### config.mk
export PLATFORM = sky130hd
export DESIGN_NAME = ivfl_limits
export DESIGN_NICKNAME = d
export VERILOG_FILES = /design/src/include/ivfl_pkg.sv /design/src/verilog/ivfl_lin11_q8.sv /design/src/verilog/ivfl_limits.sv
export SDC_FILE = /design/constraint.sdc
export NUM_CORES = 1
export LEC_CHECK = 0
export ABC_AREA = 1
export BUFFER_PORTS_ARGS = -buffer_cell sky130_fd_sc_hd__buf_4
export CAP_MARGIN = 10
export CORE_AREA = 2 2 256 258
export DETAILED_ROUTE_END_ITERATION = 16
export DIE_AREA = 0 0 258 260
export PLACE_DENSITY = 0.42
export SKIP_LAST_GASP = 1
export SYNTH_ARGS = -nofsm -noshare
export SYNTH_HDL_FRONTEND = slang
export SYNTH_SLANG_ARGS = --single-unit
export TNS_END_PERCENT = 20
### constraint.sdc
create_clock -name clk -period 4 [get_ports clk]
set_clock_uncertainty 0.2 [all_clocks]
set_input_delay 0.6 -clock clk [delete_from_list [all_inputs] [get_ports clk]]
set_output_delay 0.6 -clock clk [all_outputs]
set_load 0.1 [all_outputs]
### src/include/ivfl_pkg.sv
// Constants and carrier types of the input voltage fault limit block
package ivfl_pkg;

   ///////////////////////////////////////////////////////////////////////////
   // Command codes
   localparam logic [7:0] CODE_CLEAR_FAULTS = 8'h03;
   localparam logic [7:0] CODE_OV_ACTION    = 8'h56;
   localparam logic [7:0] CODE_OV_WARN      = 8'h57;
   localparam logic [7:0] CODE_UV_WARN      = 8'h58;
   localparam logic [7:0] CODE_UV_FAULT     = 8'h59;
   localparam logic [7:0] CODE_STATUS_WORD  = 8'h79;
   localparam logic [7:0] CODE_STATUS_INPUT = 8'h7c;

   ///////////////////////////////////////////////////////////////////////////
   // Reset values
   localparam logic [7:0]  OV_ACTION_RST = 8'h80;
   localparam logic [15:0] OV_WARN_RST   = 16'hd360;

   ///////////////////////////////////////////////////////////////////////////
   // Fault action fields and encodings
   localparam int          RESP_MSB   = 7;
   localparam int          RESP_LSB   = 6;
   localparam int          RETRY_MSB  = 5;
   localparam int          RETRY_LSB  = 3;
   localparam int          DELAY_MSB  = 2;
   localparam int          DELAY_LSB  = 0;
   localparam logic [1:0]  RESP_HOLD  = 2'h3;
   localparam logic [2:0]  RETRY_CONT = 3'h7;

   ///////////////////////////////////////////////////////////////////////////
   // Linear-11 layout and internal voltage scale
   localparam int EXP_MSB       = 15;
   localparam int EXP_LSB       = 11;
   localparam int MANT_MSB      = 10;
   localparam int MANT_LSB      = 0;
   localparam int VIN_FRAC_BITS = 8;
   localparam int UV_WARN_NUM   = 11;
   localparam int UV_WARN_DEN   = 10;

   ///////////////////////////////////////////////////////////////////////////
   // Status bit positions
   localparam int SI_OV_FAULT = 7;
   localparam int SI_OV_WARN  = 6;
   localparam int SI_UV_WARN  = 5;
   localparam int SI_UV_FAULT = 4;
   localparam int SW_INPUT    = 13;
   localparam int SW_NOTA     = 0;

   ///////////////////////////////////////////////////////////////////////////
   // Threshold slots
   localparam int THR_OV_WARN  = 0;
   localparam int THR_UV_WARN  = 1;
   localparam int THR_UV_FAULT = 2;
   localparam int THR_NUM      = 3;

   ///////////////////////////////////////////////////////////////////////////
   // Timing
   localparam int RETRY_UNIT_MS  = 35;
   localparam int CLK_HZ         = 125_000_000;
   localparam int RETRY_UNIT_CYC = RETRY_UNIT_MS * (CLK_HZ / 1000);

   ///////////////////////////////////////////////////////////////////////////
   // Carriers
   typedef struct packed {
      logic        valid;
      logic        write;
      logic [7:0]  code;
      logic [15:0] data;
   } ivfl_cmd_s;

   typedef struct packed {
      logic        ack;
      logic        refused;
      logic [15:0] data;
   } ivfl_rsp_s;

   typedef enum logic [2:0] {
      ST_RUN,
      ST_OFF,
      ST_LATCH,
      ST_HOLD,
      ST_WAIT
   } ivfl_state_e;

endpackage : ivfl_pkg

### src/verilog/ivfl_lin11_q8.sv
// Linear-11 threshold to unsigned fixed-point volts converter
`timescale 1ns/10ps
`default_nettype none
module ivfl_lin11_q8
   import ivfl_pkg::*;
(
   // Linear-11 word in
   input  wire logic [15:0] lin,
   // Volts with VIN_FRAC_BITS fraction bits, saturated, negative as zero
   output var  logic [15:0] q8
);

   logic signed [6:0] sh;
   logic        [31:0] mag;

   always_comb begin
      sh  = 7'(signed'(lin[EXP_MSB:EXP_LSB])) + 7'(VIN_FRAC_BITS);
      mag = 32'h0;
      q8  = 16'h0;
      if (lin[MANT_MSB] || lin[MANT_MSB-1:MANT_LSB] == 10'h0) begin
         q8 = 16'h0;
      end else if (sh >= 7'sd0) begin
         if (sh > 7'sd16) begin
            q8 = 16'hffff;
         end else begin
            mag = 32'(lin[MANT_MSB-1:MANT_LSB]) << sh[4:0];
            q8  = (mag[31:16] != 16'h0) ? 16'hffff : mag[15:0];
         end
      end else begin
         mag = 32'(lin[MANT_MSB-1:MANT_LSB]) >> 5'(-sh);
         q8  = mag[15:0];
      end
   end

endmodule : ivfl_lin11_q8
`default_nettype wire

### src/verilog/ivfl_limits.sv
// Input voltage fault limits, status and overvoltage fault action
`timescale 1ns/10ps
`default_nettype none
module ivfl_limits
   import ivfl_pkg::*;
#(
   parameter int RetryUnitCyc = RETRY_UNIT_CYC
)(
   // Clock and reset
   input  wire logic        clk,
   input  wire logic        rst_b,
   // Command port
   input  wire ivfl_cmd_s   cmd,
   input  wire logic        writeProtect,
   output var  ivfl_rsp_s   rsp,
   // Monitoring
   input  wire logic        sampleValid,
   input  wire logic [15:0] sampleVin,
   input  wire logic        ovFaultDet,
   input  wire logic [15:0] uvloStrap,
   // Power control
   input  wire logic        enableOn,
   input  wire logic        biasOk,
   input  wire logic        otherFault,
   input  wire logic        restartReq,
   output logic             outputEn,
   output logic             uvFaultActive,
   // Alert and status
   output logic             alertLine_b,
   output logic [7:0]       statusInput
);

   ///////////////////////////////////////////////////////////////////////////
   // State

   typedef struct packed {
      ivfl_state_e             st;
      logic [7:0]              ovAction;
      logic [THR_NUM-1:0][15:0] thr;
      logic [7:0]              stIn;
      logic                    ovWarnC;
      logic                    uvWarnC;
      logic                    uvFaultC;
      logic                    uvFaultAct;
      logic                    ovFaultPrev;
      logic                    strapDone;
      logic                    outEn;
      logic                    alert_b;
      logic [31:0]             cnt;
      ivfl_rsp_s               rsp;
   } ivfl_regs_s;

   ivfl_regs_s s_q;
   ivfl_regs_s s_d;
   logic       rstMeta_q;
   logic       rstSync_q;

   logic [THR_NUM-1:0][15:0] thrV;

   ///////////////////////////////////////////////////////////////////////////
   // Reset release

   always_ff @(posedge clk or negedge rst_b) begin
      if (!rst_b) begin
         rstMeta_q <= 1'b0;
         rstSync_q <= 1'b0;
      end else begin
         rstMeta_q <= 1'b1;
         rstSync_q <= rstMeta_q;
      end
   end

   ///////////////////////////////////////////////////////////////////////////
   // Threshold decode into volts

   genvar gi;
   generate
      for (gi = 0; gi < THR_NUM; gi++) begin : gThr
         ivfl_lin11_q8 uConv (
            .lin (s_q.thr[gi]),
            .q8  (thrV[gi])
         );
      end
   endgenerate

   ///////////////////////////////////////////////////////////////////////////
   // Under-voltage warn default from strap, mantissa times 1.10

   function automatic logic [15:0] scaleUv(input logic [15:0] lin);
      logic signed [15:0] m;
      logic signed [15:0] p;
      logic        [4:0]  e;
      m = 16'(signed'(lin[MANT_MSB:MANT_LSB]));
      p = 16'((32'(m) * UV_WARN_NUM) / UV_WARN_DEN);
      e = lin[EXP_MSB:EXP_LSB];
      // Renormalise when the scaled mantissa leaves eleven bits
      if (p > 16'sd1023 || p < -16'sd1024) begin
         p = p >>> 1;
         e = e + 5'h1;
      end
      return {e, p[MANT_MSB:MANT_LSB]};
   endfunction : scaleUv

   ///////////////////////////////////////////////////////////////////////////
   // Next state

   logic [1:0]  respCode;
   logic [2:0]  retryCode;
   logic [2:0]  delayCode;
   logic        ovFaultRise;
   logic        runAllowed;
   logic        wrOk;
   logic        clrFaults;
   logic [7:0]  setIn;
   logic [31:0] retryCyc;

   always_comb begin
      s_d         = s_q;
      respCode    = s_q.ovAction[RESP_MSB:RESP_LSB];
      retryCode   = s_q.ovAction[RETRY_MSB:RETRY_LSB];
      delayCode   = s_q.ovAction[DELAY_MSB:DELAY_LSB];
      ovFaultRise = ovFaultDet && !s_q.ovFaultPrev;
      runAllowed  = enableOn && biasOk && !otherFault;
      wrOk        = cmd.valid && cmd.write && !writeProtect;
      clrFaults   = cmd.valid && cmd.write
                    && cmd.code == CODE_CLEAR_FAULTS;
      setIn       = 8'h0;
      retryCyc    = 32'((32'(delayCode) + 32'h1) * 32'(RetryUnitCyc));

      s_d.ovFaultPrev = ovFaultDet;

      // Strapped lockout level loaded once after reset release
      if (!s_q.strapDone) begin
         s_d.strapDone         = 1'b1;
         s_d.thr[THR_UV_FAULT] = uvloStrap;
         s_d.thr[THR_UV_WARN]  = scaleUv(uvloStrap);
      end

      // Comparisons on each sample, edges raise status once
      if (sampleValid) begin
         s_d.ovWarnC  = sampleVin > thrV[THR_OV_WARN];
         s_d.uvWarnC  = sampleVin < thrV[THR_UV_WARN];
         s_d.uvFaultC = sampleVin < thrV[THR_UV_FAULT];
         if (s_d.uvFaultC) begin
            s_d.uvFaultAct = 1'b1;
         end else if (sampleVin > thrV[THR_UV_WARN]) begin
            s_d.uvFaultAct = 1'b0;
         end
      end
      setIn[SI_OV_WARN]  = s_d.ovWarnC && !s_q.ovWarnC;
      setIn[SI_UV_WARN]  = s_d.uvWarnC && !s_q.uvWarnC;
      setIn[SI_UV_FAULT] = s_d.uvFaultAct && !s_q.uvFaultAct;
      setIn[SI_OV_FAULT] = ovFaultRise;

      // Sticky status, a new event wins over clear-faults
      if (clrFaults) begin
         s_d.stIn = 8'h0;
      end
      s_d.stIn    = s_d.stIn | setIn;
      s_d.alert_b = (s_d.stIn == 8'h0);

      // Overvoltage fault action sequencer
      if (s_q.cnt != 32'h0) begin
         s_d.cnt = s_q.cnt - 32'h1;
      end
      unique case (s_q.st)
         ST_RUN: begin
            if (ovFaultRise) begin
               if (respCode == RESP_HOLD) begin
                  s_d.st = ST_HOLD;
               end else if (retryCode == RETRY_CONT) begin
                  s_d.st  = ST_WAIT;
                  s_d.cnt = retryCyc - 32'h1;
               end else begin
                  s_d.st = ST_LATCH;
               end
            end else if (!runAllowed) begin
               s_d.st = ST_OFF;
            end
         end
         ST_OFF: begin
            if (runAllowed && !ovFaultDet) begin
               s_d.st = ST_RUN;
            end
         end
         ST_LATCH: begin
            if (restartReq) begin
               s_d.st = runAllowed ? ST_RUN : ST_OFF;
            end
         end
         ST_HOLD: begin
            if (!ovFaultDet && !s_q.ovWarnC) begin
               s_d.st = runAllowed ? ST_RUN : ST_OFF;
            end
         end
         ST_WAIT: begin
            if (!runAllowed) begin
               s_d.st  = ST_OFF;
               s_d.cnt = 32'h0;
            end else if (s_q.cnt == 32'h0) begin
               // Retry attempt; a fault still present trips again
               if (ovFaultDet) begin
                  s_d.cnt = retryCyc - 32'h1;
               end else begin
                  s_d.st = ST_RUN;
               end
            end
         end
         default: begin
            s_d.st = ST_OFF;
         end
      endcase
      s_d.outEn = (s_d.st == ST_RUN) && runAllowed && !ovFaultDet;

      // Command port, answered on the cycle after the request
      s_d.rsp = '0;
      if (cmd.valid) begin
         s_d.rsp.ack = 1'b1;
         unique case (cmd.code)
            CODE_CLEAR_FAULTS: begin
               s_d.rsp.refused = !cmd.write;
            end
            CODE_OV_ACTION: begin
               if (wrOk) begin
                  s_d.ovAction = cmd.data[7:0];
               end
               s_d.rsp.refused = cmd.write && writeProtect;
               s_d.rsp.data    = {8'h0, s_q.ovAction};
            end
            CODE_OV_WARN, CODE_UV_WARN, CODE_UV_FAULT: begin
               if (wrOk) begin
                  s_d.thr[cmd.code - CODE_OV_WARN] = cmd.data;
               end
               s_d.rsp.refused = cmd.write && writeProtect;
               s_d.rsp.data    = s_q.thr[cmd.code - CODE_OV_WARN];
            end
            CODE_STATUS_WORD: begin
               s_d.rsp.refused           = cmd.write;
               s_d.rsp.data[SW_INPUT]    = |s_q.stIn;
               s_d.rsp.data[SW_NOTA]     = |s_q.stIn;
            end
            CODE_STATUS_INPUT: begin
               s_d.rsp.refused = cmd.write;
               s_d.rsp.data    = {8'h0, s_q.stIn};
            end
            default: begin
               s_d.rsp.refused = 1'b1;
            end
         endcase
      end
   end

   ///////////////////////////////////////////////////////////////////////////
   // Registers

   always_ff @(posedge clk or negedge rstSync_q) begin
      if (!rstSync_q) begin
         s_q                   <= '0;
         s_q.st                <= ST_OFF;
         s_q.ovAction          <= OV_ACTION_RST;
         s_q.thr[THR_OV_WARN]  <= OV_WARN_RST;
         s_q.alert_b           <= 1'b1;
      end else begin
         s_q <= s_d;
      end
   end

   ///////////////////////////////////////////////////////////////////////////
   // Outputs

   assign rsp           = s_q.rsp;
   assign outputEn      = s_q.outEn;
   assign uvFaultActive = s_q.uvFaultAct;
   assign alertLine_b   = s_q.alert_b;
   assign statusInput   = s_q.stIn;

endmodule : ivfl_limits
`default_nettype wire

==> impl_metrics.ini <==
[status]
status = complete, but fails checks
violations = setup timing

[route]
routed-via-count = 18700
detail_route.wl_per_cell_um = 15.8
ant_nets = 0
drc = 0
detail_routed_via_count_per_cell = 4.67
drt-total-wl_um = 63300
detailedRoute.firstPassIterationCount = 5
drt_iter0_drc = 1086

[sta]
worst-slew-pin-transition_ns = 0.784
timing.final.max_slew_violations = 0
setup-violations-final = 39
finalWorstPathRequiredPeriod_ns = 8.31
min_period_over_period = 2.08
finalWorstSetupSlack_ns = -4.31
relSlewSlack = 0.477
whs_ns = 0.115
grt_setup_unrepaired = true
clock.fmax_ghz = 0.120
timing.final.hold_violations = 0

[synth]
syn-cell-area_um2 = 16000
synth_enable_flop_cells = 0
ys_seq_area_frac = 0.198
post_synth_xor_area_fraction = 0.0346
synth_mux_area_frac = 0
dominantRegCellSynth = sky130_fd_sc_hd__dfrtp_1
synth-warning-count = 0
netlist-cell-type-count = 71
synth.avg_cell_area_um2 = 6.24
post_synthesis_register_bit_count = 126
ys_async_sr_fraction = 1.00
synth-compound-area-share = 0.188
netlist_instances = 2558
synth_top_family_by_area = simple AND/OR/NAND/NOR gates
post_synth_and_or_nand_nor_area_fraction = 0.338
synth-adder-area-share = 0.110

[grt]
grt_overflow = 0
gr-usage-met2 = 0.329
grtUsageMet1 = 0.250
groute.usage.overall = 0.190
grt_antenna_before_repair = 1
grt_pass1_vias = 18700
grt_max_degree = 45
global_route.peak_usage_layer = met2
grt_first_pass_wirelength_um = 101000
grt_util_met3 = 0.0222

[clock_tree]
clk_root_buffer_cell = sky130_fd_sc_hd__clkbuf_16
cts_inserted_buffers = 17
worst_skew_pair.late_latency_ns = 0.46
cts.sinks = 126
cts_tree = done
cts-htree-levels = 4
max_clock_buf_depth = 2
clkTransAtPathRegs_ns = 0.06

[setup_path]
cp.arrival_ns = 8.44
timing.critical_path.from_type = primary input
r2r.worst_path.cells = 25
crit_path_max_fanout = 5
rrSetupSlack_ns = -0.84
regToRegStartpoint = delayCode[0]
critPathSlowestCell = sky130_fd_sc_hd__fa_1
critPathKind = in2reg
r2r_end = s_q[43]
critical-path-top-cell-by-count = sky130_fd_sc_hd__nand2_4
critical_path_required_ns = 4.13
timing.critical_path.slowest_cell_delay_ns = 0.50
critical_path.endpoint_type = flip-flop

[finish]
final_nets = 3338
area_growth_syn_to_layout_pct = 44.5
fraction_of_layout_instances_using_a_drive_strength_above_1 = 0.314
antenna_cells = 0

[floorplan]
core.rowCount = 93
fp.dieH_um = 260
chipWidth_um = 258
core_um2 = 64100
initial_utilization = 0.249
dieArea_um2 = 67100
boundaryPins = 96

[placed_design]
buffer_ports.inserted = 95
detailedPlacementHpwl_um = 53200
globalplace.congestion = 0.907

[flow_run]
timing.max_cap.violations = 0

[worst_hold_path]
hold_path.class = reg2async
synth_stat cells (23+ instances only):
master	count	area, um2
sky130_fd_sc_hd__nand2_1	574	2150
sky130_fd_sc_hd__inv_1	374	1400
sky130_fd_sc_hd__nor2_1	252	946
sky130_fd_sc_hd__o21ai_0	229	1150
sky130_fd_sc_hd__nand3_1	161	806
sky130_fd_sc_hd__a21oi_1	157	786
sky130_fd_sc_hd__ha_1	120	1500
sky130_fd_sc_hd__dfrtp_1	116	2900
sky130_fd_sc_hd__nand2_2	54	338
sky130_fd_sc_hd__clkbuf_1	45	169
sky130_fd_sc_hd__nor3_1	45	225
sky130_fd_sc_hd__xor2_1	40	350
sky130_fd_sc_hd__nand4_1	39	244
sky130_fd_sc_hd__nor4_1	31	194
sky130_fd_sc_hd__buf_4	29	218
sky130_fd_sc_hd__inv_2	27	101
sky130_fd_sc_hd__o211ai_1	25	188
sky130_fd_sc_hd__xnor2_1	23	201
critical path: cells and delay by family:
kind	cells	cell delay, ns
AO/OA/AOI/OAI	4	0.64
XOR/XNOR	1	0.30
adder cells (fa/ha/maj)	3	0.99
buffers and inverters	18	1.73
AND/OR/NAND/NOR	48	4.20
metrics by stage:
step           std cells  area [um2]  TNS [ns]   util  setup slack, ns
5_1_grt             4006       23100    -96.59  0.360            -4.83
2_1_floorplan       2559       16300    -81.98      -            -4.13
3_5_place_dp        3932       21400    -86.32  0.334            -4.81
3_3_place_gp        3932       21400    -81.28  0.334            -4.50
6_report            4006       23100    -78.04  0.360            -4.31
4_1_cts             3994       22700    -75.63  0.353            -4.08
cells in the final DEF (no fill, tap or decap), drive strengths merged, types with 45 or more instances in the layout:
cell and instances:
dfrtp 116, buf 650, nor3 45, inv 407
nand2 646, a21oi 163, o21ai 235, nor2 254
nand3 173, ha 120
final cells by class:
cell class	instances	area, um2
clock buffer	21	480
sequential	126	3170
multi-input combinational	1932	11700
timing repair buffer	651	4960
fill	6987	41000
clock inverter	11	176
inverter	410	1560
tap	855	1070
repair_timing:
item / in CTS / in global routing
hold buffers: 1 / 0
pin swaps: 55 / 42
buffers inserted: 27 / 12
setup endpoints to repair: 40 / 42
gates cloned: 2 / 0
gates resized for setup: 100 / 76
endpoints found under the hold margin: 2 / 0
cells by family (layout without fill, tap and decap cells):
family	count (synthesis)	in the layout
other	1	2
AO/OA/AOI/OAI	526	526
buffers and inverters	502	1093
XOR/XNOR	63	63
flip-flops	126	126
adder cells (fa/ha/maj)	133	133
AND/OR/NAND/NOR	1207	1208
layer usage:
layer,up-vias,wire length (um)
met5,-,0
met3,65,2280
met4,0,1170
li1,9564,-
met1,8698,29700
met2,372,30100
worst max path at each step:
stage,from,end,slack (ns),depth (start not counted)
4_1_cts,uvloStrap[0],s_q[97],-4.08,75
2_1_floorplan,uvloStrap[0],s_q[87],-4.13,81
3_3_place_gp,uvloStrap[4],s_q[82],-4.50,80
6_report,uvloStrap[8],s_q[88],-4.31,74
3_5_place_dp,uvloStrap[4],s_q[82],-4.81,77
5_1_grt,uvloStrap[8],s_q[89],-4.83,79
Power is left out: the tool's default activity adds up to more than one toggle a clock period on the data nets, which glitch-free logic cannot reach.
